<file path="src/refmon_pkg.sv">
// constants, register map and types for the reference monitor and switchover block
package refmon_pkg;
    // byte offsets are the printed offsets times four
    localparam logic [11:0] AUTO_MODE_IDX  = 12'h1C0;
    localparam logic [11:0] OVERRIDE_IDX   = 12'h1C1;
    localparam logic [13:0] ADDR_AUTO_MODE = {AUTO_MODE_IDX, 2'b00};
    localparam logic [13:0] ADDR_OVERRIDE  = {OVERRIDE_IDX, 2'b00};
    localparam logic [13:0] ADDR_MON_CTRL  = 14'h0800;
    localparam logic [13:0] ADDR_STATUS    = 14'h0804;
    localparam logic [13:0] ADDR_IRQ_STAT  = 14'h0808;
    localparam logic [13:0] ADDR_IRQ_MASK  = 14'h080C;
    localparam logic [13:0] ADDR_PIN_ROUTE = 14'h0810;
    localparam logic [13:0] ADDR_DIV_A     = 14'h0820;
    localparam logic [13:0] ADDR_LOW_A     = 14'h0824;
    localparam logic [13:0] ADDR_HIGH_A    = 14'h0828;
    localparam logic [13:0] ADDR_DIV_B     = 14'h0830;
    localparam logic [13:0] ADDR_LOW_B     = 14'h0834;
    localparam logic [13:0] ADDR_HIGH_B    = 14'h0838;
    localparam logic [13:0] ADDR_SM_CTRL   = 14'h0840;

    // auto mode control fields
    localparam int AUTO_HOLD_BIT   = 0;
    localparam int AUTO_REF_BIT    = 2;
    localparam int HOLD_MODE_BIT   = 4;
    // override control fields
    localparam int HOLD_FORCE_BIT  = 0;
    localparam int HOLD_OVR_BIT    = 1;
    localparam int FORCED_REF_BIT  = 2;
    localparam int REF_OVR_BIT     = 3;
    localparam int EDGE_ALIGN_BIT  = 4;

    localparam int NUM_REF         = 2;
    localparam int CNT_W           = 32;
    localparam int DIV_W           = 16;
    localparam int NUM_SPIN        = 4;
    localparam logic [7:0]  CTRL_RESET  = 8'h00;
    localparam logic [15:0] DIV_RESET   = 16'h0001;
    localparam logic [31:0] LOW_RESET   = 32'h00000000;
    localparam logic [31:0] HIGH_RESET  = 32'hFFFFFFFF;
    localparam logic [31:0] BUS_UNMAPPED = 32'h00000000;

    typedef struct packed {
        logic [DIV_W-1:0] div;
        logic [CNT_W-1:0] low;
        logic [CNT_W-1:0] high;
    } mon_cfg_t;

    typedef struct packed {
        logic [2:0] src;
        logic       en;
    } pin_route_t;

    typedef enum logic [1:0] {
        SM_A_NORMAL,
        SM_B_NORMAL,
        SM_A_HOLD,
        SM_B_HOLD
    } sm_state_t;
endpackage : refmon_pkg

</file>
<file path="src/ref_monitor_switchover.sv">
// two-reference frequency monitor with reference and holdover selection
module ref_monitor_switchover
    import refmon_pkg::*;
(
    input  wire logic        CLK,
    input  wire logic        RST_B,
    input  wire logic [31:0] WB_ADR_I,
    input  wire logic [31:0] WB_DAT_I,
    output logic      [31:0] WB_DAT_O,
    input  wire logic        WB_WE_I,
    input  wire logic [3:0]  WB_SEL_I,
    input  wire logic        WB_CYC_I,
    input  wire logic        WB_STB_I,
    output logic             WB_ACK_O,
    input  wire logic [1:0]  REF_IN,
    input  wire logic        REF_CHOICE_PIN_I,
    output logic             REF_CHOICE_PIN_O,
    output logic             REF_CHOICE_PIN_OE,
    input  wire logic        HOLDOVER_PIN_I,
    output logic             HOLDOVER_PIN_O,
    output logic             HOLDOVER_PIN_OE,
    output logic [3:0]       MULTIPURPOSE_STATUS_PINS,
    output logic             ACTIVE_REF,
    output logic             HOLDOVER_ACTIVE,
    output logic             IRQ
);

    // byte-lane merge for 32-bit registers
    function automatic logic [31:0] lane_merge(input logic [31:0] old_v, input logic [31:0] new_v,
                                               input logic [3:0] sel);
        logic [31:0] r;
        r = old_v;
        for (int i = 0; i < 4; i++) begin
            if (sel[i]) begin
                r[8*i +: 8] = new_v[8*i +: 8];
            end
        end
        return r;
    endfunction : lane_merge

    // zero would wrap the divider compare to a window of every 65536th rise
    function automatic logic [DIV_W-1:0] div_merge(input logic [DIV_W-1:0] old_v, input logic [31:0] new_v,
                                                   input logic [3:0] sel);
        logic [DIV_W-1:0] r;
        r = DIV_W'(lane_merge({16'h0000, old_v}, new_v, sel));
        return (r == '0) ? DIV_RESET : r;
    endfunction : div_merge

    // software-visible state
    logic [7:0]              auto_mode_reg;
    logic [7:0]              override_reg;
    logic [NUM_REF-1:0]      mon_en_reg;
    logic [NUM_REF-1:0]      ool_status_reg;
    logic [NUM_REF-1:0]      irq_stat_reg;
    logic [NUM_REF-1:0]      irq_mask_reg;
    logic [NUM_REF-1:0]      sm_force_reg;
    pin_route_t [NUM_SPIN-1:0] route_reg;
    mon_cfg_t [NUM_REF-1:0]  cfg_reg;
    logic                    ack_reg;
    logic [31:0]             rdata_reg;
    logic [NUM_REF-1:0]      ool_event;
    logic [NUM_REF-1:0]      in_limit_event;

    // ack_reg masks the hold cycle
    logic        bus_req;
    logic        bus_wr;
    logic [13:0] addr;
    assign bus_req = WB_CYC_I && WB_STB_I && !ack_reg;
    assign bus_wr  = bus_req && WB_WE_I;
    assign addr    = WB_ADR_I[13:0];
    assign WB_ACK_O = ack_reg;
    assign WB_DAT_O = rdata_reg;

    // one wait-free answer: ack the cycle after the request, drop it the next
    always_ff @(posedge CLK or negedge RST_B) begin
        if (!RST_B) begin
            ack_reg <= 1'b0;
        end else begin
            ack_reg <= bus_req;
        end
    end

    // writes land on the taking edge
    always_ff @(posedge CLK or negedge RST_B) begin
        if (!RST_B) begin
            auto_mode_reg <= CTRL_RESET;
            override_reg  <= CTRL_RESET;
            mon_en_reg    <= '0;
            irq_mask_reg  <= '0;
            sm_force_reg  <= '0;
            route_reg     <= '0;
            for (int r = 0; r < NUM_REF; r++) begin
                cfg_reg[r].div  <= DIV_RESET;
                cfg_reg[r].low  <= LOW_RESET;
                cfg_reg[r].high <= HIGH_RESET;
            end
        end else if (bus_wr) begin
            unique case (addr)
                ADDR_AUTO_MODE: if (WB_SEL_I[0]) auto_mode_reg <= WB_DAT_I[7:0];
                ADDR_OVERRIDE:  if (WB_SEL_I[0]) override_reg <= WB_DAT_I[7:0];
                ADDR_MON_CTRL:  if (WB_SEL_I[0]) mon_en_reg <= WB_DAT_I[NUM_REF-1:0];
                ADDR_IRQ_MASK:  if (WB_SEL_I[0]) irq_mask_reg <= WB_DAT_I[NUM_REF-1:0];
                ADDR_SM_CTRL:   if (WB_SEL_I[0]) sm_force_reg <= WB_DAT_I[NUM_REF-1:0];
                ADDR_PIN_ROUTE: begin
                    for (int p = 0; p < NUM_SPIN; p++) begin
                        if (WB_SEL_I[p]) route_reg[p] <= pin_route_t'(WB_DAT_I[8*p +: 4]);
                    end
                end
                ADDR_DIV_A: begin
                    cfg_reg[0].div <= div_merge(cfg_reg[0].div, WB_DAT_I, WB_SEL_I);
                end
                ADDR_DIV_B: begin
                    cfg_reg[1].div <= div_merge(cfg_reg[1].div, WB_DAT_I, WB_SEL_I);
                end
                ADDR_LOW_A:  cfg_reg[0].low  <= lane_merge(cfg_reg[0].low,  WB_DAT_I, WB_SEL_I);
                ADDR_HIGH_A: cfg_reg[0].high <= lane_merge(cfg_reg[0].high, WB_DAT_I, WB_SEL_I);
                ADDR_LOW_B:  cfg_reg[1].low  <= lane_merge(cfg_reg[1].low,  WB_DAT_I, WB_SEL_I);
                ADDR_HIGH_B: cfg_reg[1].high <= lane_merge(cfg_reg[1].high, WB_DAT_I, WB_SEL_I);
                default: ;
            endcase
        end
    end

    // read mux, registered so data lines up with ack
    always_ff @(posedge CLK or negedge RST_B) begin
        if (!RST_B) begin
            rdata_reg <= BUS_UNMAPPED;
        end else if (bus_req && !WB_WE_I) begin
            unique case (addr)
                ADDR_AUTO_MODE: rdata_reg <= {24'h000000, auto_mode_reg};
                ADDR_OVERRIDE:  rdata_reg <= {24'h000000, override_reg};
                ADDR_MON_CTRL:  rdata_reg <= {30'h00000000, mon_en_reg};
                ADDR_STATUS:    rdata_reg <= {26'h0000000, HOLDOVER_ACTIVE, ACTIVE_REF, 2'b00, ool_status_reg};
                ADDR_IRQ_STAT:  rdata_reg <= {30'h00000000, irq_stat_reg};
                ADDR_IRQ_MASK:  rdata_reg <= {30'h00000000, irq_mask_reg};
                ADDR_SM_CTRL:   rdata_reg <= {30'h00000000, sm_force_reg};
                ADDR_PIN_ROUTE: rdata_reg <= {4'h0, route_reg[3], 4'h0, route_reg[2],
                                              4'h0, route_reg[1], 4'h0, route_reg[0]};
                ADDR_DIV_A:     rdata_reg <= {16'h0000, cfg_reg[0].div};
                ADDR_LOW_A:     rdata_reg <= cfg_reg[0].low;
                ADDR_HIGH_A:    rdata_reg <= cfg_reg[0].high;
                ADDR_DIV_B:     rdata_reg <= {16'h0000, cfg_reg[1].div};
                ADDR_LOW_B:     rdata_reg <= cfg_reg[1].low;
                ADDR_HIGH_B:    rdata_reg <= cfg_reg[1].high;
                default:        rdata_reg <= BUS_UNMAPPED;
            endcase
        end
    end

    // frequency monitors: references sampled on CLK, edges divided, then
    // the CLK count between adjacent divided edges is compared with the limits
    genvar g;
    generate
        for (g = 0; g < NUM_REF; g++) begin : g_mon
            logic             ref_d1_reg;
            logic             ref_d2_reg;
            logic [DIV_W-1:0] div_cnt_reg;
            logic [CNT_W-1:0] period_cnt_reg;
            logic             primed_reg;
            logic             ref_rise;
            logic             div_edge;

            assign ref_rise = ref_d1_reg && !ref_d2_reg;
            assign div_edge = ref_rise && (div_cnt_reg >= cfg_reg[g].div - DIV_W'(1));

            // pair of samples gives a rise strobe
            always_ff @(posedge CLK or negedge RST_B) begin
                if (!RST_B) begin
                    ref_d1_reg <= 1'b0;
                    ref_d2_reg <= 1'b0;
                end else begin
                    ref_d1_reg <= REF_IN[g];
                    ref_d2_reg <= ref_d1_reg;
                end
            end

            // every D-th rise closes a window
            always_ff @(posedge CLK or negedge RST_B) begin
                if (!RST_B) begin
                    div_cnt_reg <= '0;
                end else if (!mon_en_reg[g] || div_edge) begin
                    div_cnt_reg <= '0;
                end else if (ref_rise) begin
                    div_cnt_reg <= div_cnt_reg + DIV_W'(1);
                end
            end

            // counting on CLK ties accuracy to the system clock
            always_ff @(posedge CLK or negedge RST_B) begin
                if (!RST_B) begin
                    period_cnt_reg <= '0;
                    primed_reg     <= 1'b0;
                end else if (!mon_en_reg[g]) begin
                    period_cnt_reg <= '0;
                    primed_reg     <= 1'b0;
                end else if (div_edge) begin
                    period_cnt_reg <= CNT_W'(1);
                    primed_reg     <= 1'b1;
                end else if (period_cnt_reg != HIGH_RESET) begin
                    period_cnt_reg <= period_cnt_reg + CNT_W'(1);
                end
            end

            // the first edge only starts a window, so it is never judged
            assign ool_event[g] = div_edge && primed_reg &&
                                  (period_cnt_reg < cfg_reg[g].low || period_cnt_reg > cfg_reg[g].high);
            assign in_limit_event[g] = div_edge && primed_reg && !ool_event[g];

            // disable clears a stale flag
            always_ff @(posedge CLK or negedge RST_B) begin
                if (!RST_B) begin
                    ool_status_reg[g] <= 1'b0;
                end else if (!mon_en_reg[g]) begin
                    ool_status_reg[g] <= 1'b0;
                end else if (ool_event[g]) begin
                    ool_status_reg[g] <= 1'b1;
                end else if (in_limit_event[g]) begin
                    ool_status_reg[g] <= 1'b0;
                end
            end

            // a new event beats a same-cycle write-one-to-clear
            always_ff @(posedge CLK or negedge RST_B) begin
                if (!RST_B) begin
                    irq_stat_reg[g] <= 1'b0;
                end else if (ool_event[g]) begin
                    irq_stat_reg[g] <= 1'b1;
                end else if (bus_wr && addr == ADDR_IRQ_STAT && WB_SEL_I[0] && WB_DAT_I[g]) begin
                    irq_stat_reg[g] <= 1'b0;
                end
            end
        end
    endgenerate

    // level output, no edge to miss
    assign IRQ = |(irq_stat_reg & irq_mask_reg);

    // one cycle behind the flags
    generate
        for (g = 0; g < NUM_SPIN; g++) begin : g_spin
            always_ff @(posedge CLK or negedge RST_B) begin
                if (!RST_B) begin
                    MULTIPURPOSE_STATUS_PINS[g] <= 1'b0;
                end else begin
                    MULTIPURPOSE_STATUS_PINS[g] <= route_reg[g].en &&
                                                   ool_status_reg[route_reg[g].src[0]];
                end
            end
        end
    endgenerate

    // internal state machine: fall back to the other reference on failure,
    // holdover when both fail; validation timers are not modelled, so a
    // recovered reference is eligible as soon as its flag clears
    sm_state_t   sm_reg;
    sm_state_t   sm_next;
    logic [1:0]  ref_bad;
    assign ref_bad = ool_status_reg | sm_force_reg;

    always_comb begin
        sm_next = sm_reg;
        unique case (sm_reg)
            SM_A_NORMAL: if (ref_bad[0]) sm_next = ref_bad[1] ? SM_A_HOLD : SM_B_NORMAL;
            SM_B_NORMAL: if (ref_bad[1]) sm_next = ref_bad[0] ? SM_B_HOLD : SM_A_NORMAL;
            SM_A_HOLD:   if (!ref_bad[0]) sm_next = SM_A_NORMAL;
                         else if (!ref_bad[1]) sm_next = SM_B_NORMAL;
            SM_B_HOLD:   if (!ref_bad[1]) sm_next = SM_B_NORMAL;
                         else if (!ref_bad[0]) sm_next = SM_A_NORMAL;
        endcase
    end

    // starts on reference A, not in holdover
    always_ff @(posedge CLK or negedge RST_B) begin
        if (!RST_B) begin
            sm_reg <= SM_A_NORMAL;
        end else begin
            sm_reg <= sm_next;
        end
    end

    // decoded machine outputs
    logic sm_ref;
    logic sm_hold;
    assign sm_ref  = (sm_reg == SM_B_NORMAL) || (sm_reg == SM_B_HOLD);
    assign sm_hold = (sm_reg == SM_A_HOLD) || (sm_reg == SM_B_HOLD);

    // pins: outputs report the machine, never the forced value
    assign REF_CHOICE_PIN_OE = auto_mode_reg[AUTO_REF_BIT];
    assign REF_CHOICE_PIN_O  = sm_ref;
    assign HOLDOVER_PIN_OE   = auto_mode_reg[AUTO_HOLD_BIT];
    assign HOLDOVER_PIN_O    = sm_hold;

    // override only acts in auto mode
    logic ref_cmd;
    logic hold_cmd;
    always_comb begin
        if (!auto_mode_reg[AUTO_REF_BIT]) begin
            ref_cmd = REF_CHOICE_PIN_I;
        end else if (override_reg[REF_OVR_BIT]) begin
            ref_cmd = override_reg[FORCED_REF_BIT];
        end else begin
            ref_cmd = sm_ref;
        end
        if (!auto_mode_reg[AUTO_HOLD_BIT]) begin
            hold_cmd = HOLDOVER_PIN_I;
        end else if (override_reg[HOLD_OVR_BIT]) begin
            hold_cmd = override_reg[HOLD_FORCE_BIT] | auto_mode_reg[HOLD_MODE_BIT];
        end else begin
            hold_cmd = sm_hold;
        end
    end

    // in holdover the active reference is frozen
    logic ref_want;
    assign ref_want = hold_cmd ? ACTIVE_REF : ref_cmd;

    // idle low after reset: no false edge
    logic [1:0] alt_d_reg;
    logic       alt_rise;
    assign alt_rise = ACTIVE_REF ? (REF_IN[0] && !alt_d_reg[0]) : (REF_IN[1] && !alt_d_reg[1]);

    always_ff @(posedge CLK or negedge RST_B) begin
        if (!RST_B) begin
            alt_d_reg <= 2'b00;
        end else begin
            alt_d_reg <= REF_IN;
        end
    end

    // edge-aligned switch waits for a rising edge of the target reference,
    // seen on CLK; this avoids a second clock domain at one cycle of latency
    always_ff @(posedge CLK or negedge RST_B) begin
        if (!RST_B) begin
            ACTIVE_REF <= 1'b0;
        end else if (ref_want != ACTIVE_REF) begin
            if (!override_reg[EDGE_ALIGN_BIT]) begin
                ACTIVE_REF <= ref_want;
            end else if (alt_rise) begin
                ACTIVE_REF <= ref_want;
            end
        end
    end

    // registered like the active reference
    always_ff @(posedge CLK or negedge RST_B) begin
        if (!RST_B) begin
            HOLDOVER_ACTIVE <= 1'b0;
        end else begin
            HOLDOVER_ACTIVE <= hold_cmd;
        end
    end

endmodule : ref_monitor_switchover

</file>
<file path="config.mk">
export PLATFORM = sky130hd
export DESIGN_NAME = ref_monitor_switchover
export DESIGN_NICKNAME = d
export VERILOG_FILES = /design/src/refmon_pkg.sv /design/src/ref_monitor_switchover.sv
export SDC_FILE = /design/constraint.sdc
export NUM_CORES = 1
export LEC_CHECK = 0
export ABC_AREA = 1
export BUFFER_PORTS_ARGS = -buffer_cell sky130_fd_sc_hd__buf_2
export CAP_MARGIN = 30
export CORE_ASPECT_RATIO = 0.5
export CORE_MARGIN = 1
export CORE_UTILIZATION = 60
export DETAILED_ROUTE_END_ITERATION = 8
export PLACE_DENSITY = 0.79
export REMOVE_ABC_BUFFERS = 1
export SYNTH_ARGS = -nofsm -noshare
export SYNTH_HDL_FRONTEND = slang
export SYNTH_SLANG_ARGS = --single-unit
</file>
<file path="constraint.sdc">
create_clock -name CLK -period 4.57 [get_ports CLK]
set_clock_uncertainty 0.05 [all_clocks]
set_input_delay 0.6855 -clock CLK [delete_from_list [all_inputs] [get_ports CLK]]
set_output_delay 0.6855 -clock CLK [all_outputs]
set_load 0.05 [all_outputs]
</file>
==> run summary, run 1 <==
outcome -> finished clean
Worst Setup End Kind -> flip-flop
Peak VDD IR -> 0.228 mV
area of the multi-input gates -> 0.0108 mm²
global-route wire length before repair -> 97000 µm
Worst path slowest cell -> or2_1
arrival time at the worst endpoint -> 4.04 ns
Root Driver -> clkbuf_16
clock slew seen by the registers of the worst setup and hold paths -> 0.07 ns
CTS tree -> done
Antenna Nets Post-Route -> 0
Top FF cell, synth -> dfrtp_1
setup ws final -> 0.871 ns
Remaining DRCs -> 0
register area -> 0.00872 mm²
fillers -> 2993
antenna cells -> 0
post-synth cell types -> 51
ys async rst share -> 1.00
Synth Area in Adders -> 0.0966
main combinational cell family by area after synthesis -> simple AND/OR/NAND/NOR gates
post-synthesis mux area share -> 0.00265
max incr delay on CP -> 0.58 ns
initial antenna violation count -> 0
Clock Tree Buf Depth -> 3
core box area -> 0.0347 mm²
Synth area leaders -> dfrtp_1 33%, nand2_1 13%, ha_1 9.7%, dfstp_2 8.2%, inv_1 6.6%
maxcap violations -> 0
setup TNS -> 0 ns
P per Cell Area -> 301 mW/mm²
die area -> 0.0362 mm²
Final nets -> 3096
post-synthesis compound-gate area fraction -> 0.125
CTS H-Tree Depth -> 2
count leader, synth -> nand2_1
Die Ht -> 135 µm
Slew HR -> 0.308
WS Path Type -> reg2reg
worst-path cell chain -> inv_1 > ha_1 > nand3_1 > nor3_2 > nand3_1 > nor3_1 > nand3_1 > xor2_1 > inv_1 > ha_1 > nand4_1 > a21oi_1 > nor2_1 > nand2_1 > nand2_1 > nand2_2 > or2_1 > nand2_1
pin count of the biggest net entering global routing -> 116
Syn Std Cell Area -> 0.0212 mm²
post-route clock period utilization -> 0.809
Post-Synth XOR/XNOR Area -> 0.0297
Post-CTS Hold Buffers -> 0
pre-CTS WS -> 0.877 ns
Rows -> 48
Setup crit start kind -> flip-flop
sequential share of the synthesized area -> 0.410
via count -> 19200
TritonCTS buffer count -> 34
syn avg cell area -> 7.67 µm²
number of synthesized flops with an enable pin -> 0
post-CTS setup buffers -> 0
Hold Path Class -> in2async
Pre-Repair DR Iteration Count -> 8
top cell type's share of synthesized area -> 0.329
FF-to-FF path depth -> 18
vias in the first global route -> 18200
critical path data required time -> 4.91 ns
total track usage -> 0.348
share of cells above drive strength 1 -> 0.110
Cells after Synth -> 2768
drt wl/cell -> 18.4 µm
leading cell types by count after synthesis -> 712 x nand2_1, 373 x inv_1, 279 x dfrtp_1
Post-Route WL -> 61700 µm
count of input and output buffers -> 102
endpoints failing hold -> 0
Final min period -> 3.70 ns
largest area contributor in the netlist -> dfrtp_1
final setup violation count -> 0
Sink Count -> 345
Placer Congestion -> 1.06
DRT iter0 DRCs -> 2242
worst hold slack -> 0.164 ns
Slew Viols, Final -> 0
Synth Area in Simple Gates -> 0.254
io pins -> 121
Initial Utilization -> 0.613
Max Fclk -> 270 MHz
post-CTS sizing -> 0
worst-path fanout max -> 17
Clk Latency, worst-skew pair -> 0.54 ns
synthesis-to-layout area growth -> 9.69%
Die X -> 268 µm
RSZ-0062 raised after global routing -> no
total grt overflow -> 0
max FFs per register -> 160
drt via density -> 5.73
synth warn -> 0
Pleak -> 11.4 nW
FF+latch count, synth -> 345
Worst Tran Pin Value -> 1.04 ns
Final HPWL DP -> 46300 µm
[critical path: cells and delay by family, from the launching register on]
family | cells | cell delay [ns]
simple gates | 12 | 2.09
fa+ha+maj | 2 | 0.51
compound gates | 1 | 0.16
buf+inv | 2 | 0.19
flops | 1 | 0.40
xor+xnor | 1 | 0.15
[layout make-up]
| class | count | area share |
|---|---|---|
| clock buffers | 57 | 0.0460 |
| clock inverters | 5 | 0.00226 |
| inverters | 379 | 0.0611 |
| multi-input cells | 1979 | 0.463 |
| flip-flops and latches | 345 | 0.374 |
| well taps | 475 | 0.0255 |
| repair buffers | 116 | 0.0279 |
[layer usage]
layer  vias up  part of all wire  GRT usage
met5         -                 0          0
met4         0             0.040      0.144
met3       167              0.10     0.0788
met2       858              0.44      0.531
met1      8998              0.42      0.480
li1       9221                 -          -
[path summary, 6_finish.rpt]
kind / start / to / slack (ns)
setup / recovery: cfg_reg[65] / g_mon[0].period_cnt_reg[27] / 0.87
hold / removal: RST_B / g_mon[0].div_cnt_reg[10] / 0.16
setup reg to reg: cfg_reg[65] / g_mon[0].period_cnt_reg[27] / 0.87
hold reg to reg: alt_d_reg[0] / g_mon[0].ref_d2_reg / 0.35
max in group asynchronous: RST_B / cfg_reg[26] / 3.12
min in group CLK: REF_IN[0] / alt_d_reg[0] / 0.23
[cells in the final DEF (no fill, tap or decap), types with 12 or more instances in the layout]
| master | instances |
|---|---|
| xor2_1 | 64 |
| o21ai_1 | 40 |
| clkbuf_1 | 13 |
| dfstp_2 | 66 |
| nand4_1 | 50 |
| nand3_1 | 100 |
| nor2_1 | 233 |
| buf_2 | 101 |
| nand2_1 | 712 |
| nor3_1 | 46 |
| nand2_2 | 23 |
| ha_1 | 164 |
| inv_1 | 373 |
| dfrtp_1 | 279 |
| clkbuf_16 | 37 |
| a21oi_1 | 116 |
| o22ai_1 | 44 |
| buf_4 | 12 |
| o21ai_0 | 252 |
[power breakdown]
part / internal, mW / switching [mW]
sequential: 3.14 / 0.140
combinational: 0.275 / 0.533
clock: 1.66 / 1.26
[cells by family (layout without fill, tap and decap cells)]
logic type	after synthesis	count (layout)
simple gates	1245	1245
fa+ha+maj	164	164
flops	345	345
mux	5	5
xor+xnor	72	72
buf+inv	444	557
compound gates	493	493
[metrics by stage]
step / util / instances / power, mW / area (µm²)
after floorplan: - / 2703 / 3.79 / 20900
after global placement: 0.640 / 3294 / 4.08 / 22200
after detailed placement: 0.640 / 3294 / 4.12 / 22200
after CTS: 0.672 / 3356 / 7.02 / 23300
after global routing: 0.672 / 3356 / 7.27 / 23300
final: 0.672 / 3356 / 7.00 / 23300
(Power assumes the default switching activity.)
==> run 2, diff against run 1 <==
--- a/config.mk
+++ b/config.mk
@@ -5,14 +5,14 @@
 export SDC_FILE = /design/constraint.sdc
 export NUM_CORES = 1
 export LEC_CHECK = 0
-export ABC_AREA = 1
+export ABC_AREA = 0
 export BUFFER_PORTS_ARGS = -buffer_cell sky130_fd_sc_hd__buf_2
 export CAP_MARGIN = 30
 export CORE_ASPECT_RATIO = 0.5
 export CORE_MARGIN = 1
-export CORE_UTILIZATION = 60
+export CORE_UTILIZATION = 56
 export DETAILED_ROUTE_END_ITERATION = 8
-export PLACE_DENSITY = 0.79
+export PLACE_DENSITY = 0.77
 export REMOVE_ABC_BUFFERS = 1
 export SYNTH_ARGS = -nofsm -noshare
 export SYNTH_HDL_FRONTEND = slang
==> constraint.sdc (replaced) <==
create_clock -name CLK -period 3 [get_ports CLK]
set_clock_uncertainty 0.05 [all_clocks]
set_input_delay 0.45 -clock CLK [delete_from_list [all_inputs] [get_ports CLK]]
set_output_delay 0.45 -clock CLK [all_outputs]
set_load 0.05 [all_outputs]
==> run 2 against run 1 <==
  * The run now ends with design-rule violations, negative setup slack left
  * First-iteration DRC count is 18% lower
  * Power up 52%
  * Hold slack lost 0.041 ns
  * Critical path depth down 3
  * Critical endpoint is now g_mon[0].period_cnt_reg[24]
  * Largest power group unchanged
  * Highest routed layer unchanged
==> run summary, run 2 <==
outcome -> finished, violations left
violated checks -> design-rule violations, negative setup slack
Setup crit start kind -> flip-flop
FF-to-FF End -> g_mon[0].period_cnt_reg[24]
syn avg cell area -> 9.32 µm² (+21%)
Final HPWL DP -> 42000 µm (-9.2%)
initial antenna violation count -> 1 (+1)
post-synth cell types -> 72 (+41%)
Hold Crit Depth -> 3
worst r2r src -> cfg_reg[68]
number of synthesized flops with an enable pin -> 0 (unchanged)
post-route clock period utilization -> 1.02 (+0.211)
Max Fclk -> 327 MHz (+21%)
Top FF cell, synth -> dfrtp_1
io pins -> 121 (unchanged)
Placer Congestion -> 0.976 (-7.6%)
Hold Path Class -> in2reg
FF-to-FF path depth -> 15 (-3)
total track usage -> 0.323 (-0.0256)
most frequent cells in the layout -> 285 x nand2_1, 279 x dfrtp_1, 195 x o21ai_0
Final min period -> 3.06 ns (-0.637 ns)
Antenna Nets Post-Route -> 0 (unchanged)
max FFs per register -> 160 (unchanged)
commonest non-fill, non-tap cell in the layout -> nand2_1
final cell count without fillers -> 2809 (-16%)
hold_sp -> WB_DAT_I[30]
Synth area leaders -> dfrtp_1 35%, ha_1 10%, dfstp_2 8.7%, nand2_1 5.5%, o21ai_0 5.0%
Sink Count -> 345 (unchanged)
fillers -> 2670 (-11%)
Pre-Repair DR Iteration Count -> 9 (+1)
die area -> 0.0365 mm² (+0.69%)
Hold EP -> cfg_reg[30]
ys async rst share -> 1.00 (unchanged)
count of input and output buffers -> 102 (unchanged)
Remaining DRCs -> 2 (+2)
WS Path Type -> reg2reg
RSZ-0062 raised after global routing -> yes
setup ws final -> -0.0612 ns (-0.933 ns)
global-route wire length before repair -> 90300 µm (-6.9%)
via count -> 17300 (-10%)
total grt overflow -> 0 (unchanged)
fin area -> 0.0235 mm² (+0.79%)
clock slew seen by the registers of the worst setup and hold paths -> 0.07 ns (about the same)
Root Driver -> clkbuf_16
Slew Viols, Final -> 0 (unchanged)
FF+latch count, synth -> 345 (unchanged)
DRT iter0 DRCs -> 1832 (-18%)
Cells after Synth -> 2142 (-23%)
worst hold slack -> 0.123 ns (-0.0414 ns)
Post-Route WL -> 58700 µm (-4.9%)
core box area -> 0.0348 mm² (+0.35%)
top cell type's share of synthesized area -> 0.350 (+0.0210)
largest area contributor in the netlist -> dfrtp_1
arrival time at the worst endpoint -> 3.42 ns (-0.62 ns)
drt wl/cell -> 20.9 µm (+14%)
Pleak -> 11.5 nW (+0.82%)
CTS tree -> done
drt via density -> 6.14 (+7.1%)
Worst Setup End Kind -> flip-flop
Initial Utilization -> 0.574 (-0.0389)
Clock Tree Buf Depth -> 3 (unchanged)
Die Ht -> 136 µm (+0.34%)
Final nets -> 2549 (-18%)
synth warn -> 0 (unchanged)
P per Cell Area -> 454 mW/mm² (+51%)
pin count of the biggest net entering global routing -> 83 (-28%)
synthesis-to-layout area growth -> 17.6%
count leader, synth -> nand2_1
Worst Tran Pin Value -> 0.745 ns (-0.294 ns)
leading cell types by count after synthesis -> 290 x nand2_1, 279 x dfrtp_1, 201 x o21ai_0
register area -> 0.00872 mm² (unchanged)
share of cells above drive strength 1 -> 0.221 (+0.111)
sequential share of the synthesized area -> 0.437 (+0.0263)
Peak VDD IR -> 0.327 mV (+44%)
maxcap violations -> 0 (unchanged)
setup TNS -> -1.07 ns (-1.07 ns)
final setup violation count -> 25 (+25)
Clk Latency, worst-skew pair -> 0.53 ns (about the same)
Syn Std Cell Area -> 0.0200 mm² (-6.0%)
Pwr Total -> 10.7 mW (+52%)
Rows -> 48 (unchanged)
Slew HR -> 0.500 (+0.192)
vias in the first global route -> 16500 (-9.5%)
worst-path fanout max -> 8 (-9)
area of the multi-input gates -> 0.0108 mm² (+0.30%)
Post-Place Cells -> 2734 (-17%)
TritonCTS buffer count -> 34 (unchanged)
Worst R2R Setup Slack -> -0.06 ns (-0.93 ns)
Post-DP Area -> 0.0217 mm² (-2.2%)
Die X -> 269 µm (+0.35%)
CTS H-Tree Depth -> 2 (unchanged)
critical path data required time -> 3.36 ns (-1.55 ns)
endpoints failing hold -> 0 (unchanged)
==> run 2: cell families after synthesis <==
family | Yosys count | synth area share
flops | 345 | 0.437
xor+xnor | 98 | 0.0430
buf+inv | 238 | 0.0477
simple gates | 749 | 0.181
compound gates | 466 | 0.144
fa+ha+maj | 164 | 0.103
mux | 82 | 0.0452
==> run 2: worst max-delay path by stage <==
stage,endpoint,from,cells past startpoint
3_5_place_dp,g_mon[1].period_cnt_reg[6],cfg_reg[145],14
3_3_place_gp,g_mon[1].period_cnt_reg[24],cfg_reg[145],14
6_report,g_mon[0].period_cnt_reg[24],cfg_reg[68],15
5_1_grt,g_mon[0].period_cnt_reg[2],cfg_reg[68],15
2_1_floorplan,g_mon[1].period_cnt_reg[10],cfg_reg[144],12
4_1_cts,g_mon[1].div_cnt_reg[10],cfg_reg[145],15
==> run 2: what timing repair did <==
item / 4_1_cts / 5_1_grt
endpoints found under the hold margin: 59 / 0
pin swaps: 11 / 65
resized for setup: 32 / 105
cloned: 0 / 4
endpoints found under the setup margin: 97 / 102
hold buffers: 3 / 0
buffers inserted: 3 / 3
==> run 2: final cells by class <==
class / instances / share of cell area
Timing Repair Buffer: 218 / 0.0717
Antenna cell: 1 / 0.000107
Multi-Input combinational cell: 1559 / 0.461
Clock buffer: 50 / 0.0418
Sequential cell: 345 / 0.371
Inverter: 150 / 0.0240
Tap cell: 475 / 0.0253
Clock inverter: 11 / 0.00501
==> run 2: where the power goes <==
group / internal [mW] / switching [mW] / total [mW]
registers: 4.78 / 0.233 / 5.01
clock network: 2.46 / 1.91 / 4.37
logic: 0.503 / 0.782 / 1.28
total: 7.74 / 2.92 / 10.7
==> run 2: critical path, cell delays in order (launching register included) <==
cell and delay (ns):
dfrtp_1 0.40, nor4_2 0.33, nand3_1 0.15, nor4_1 0.19, buf_4 0.18, nand2_2 0.05
xor2_1 0.14, ha_1 0.31, nand4_1 0.11, nor2_1 0.12, o21ai_1 0.11, o22ai_2 0.26
inv_2 0.11, nand2_8 0.17, clkbuf_16 0.24, nor2_4 0.04
==> run 2: metrics by stage <==
stage                      util  setup slack, ns
final                     0.675          -0.0612
after global routing      0.675           -0.212
after CTS                 0.661          -0.0137
after detailed placement  0.623           -0.292
after global placement    0.623           -0.160
after floorplan               -            -1.20
==> run 2: routing by layer <==
layer  track usage  part of all wire  vias to the layer above
li1              -                 -                     7932
met1         0.448              0.42                     8402
met2         0.510              0.46                      783
met3        0.0691             0.099                      133
met4        0.0944             0.028                        0
met5             0                 0                        -
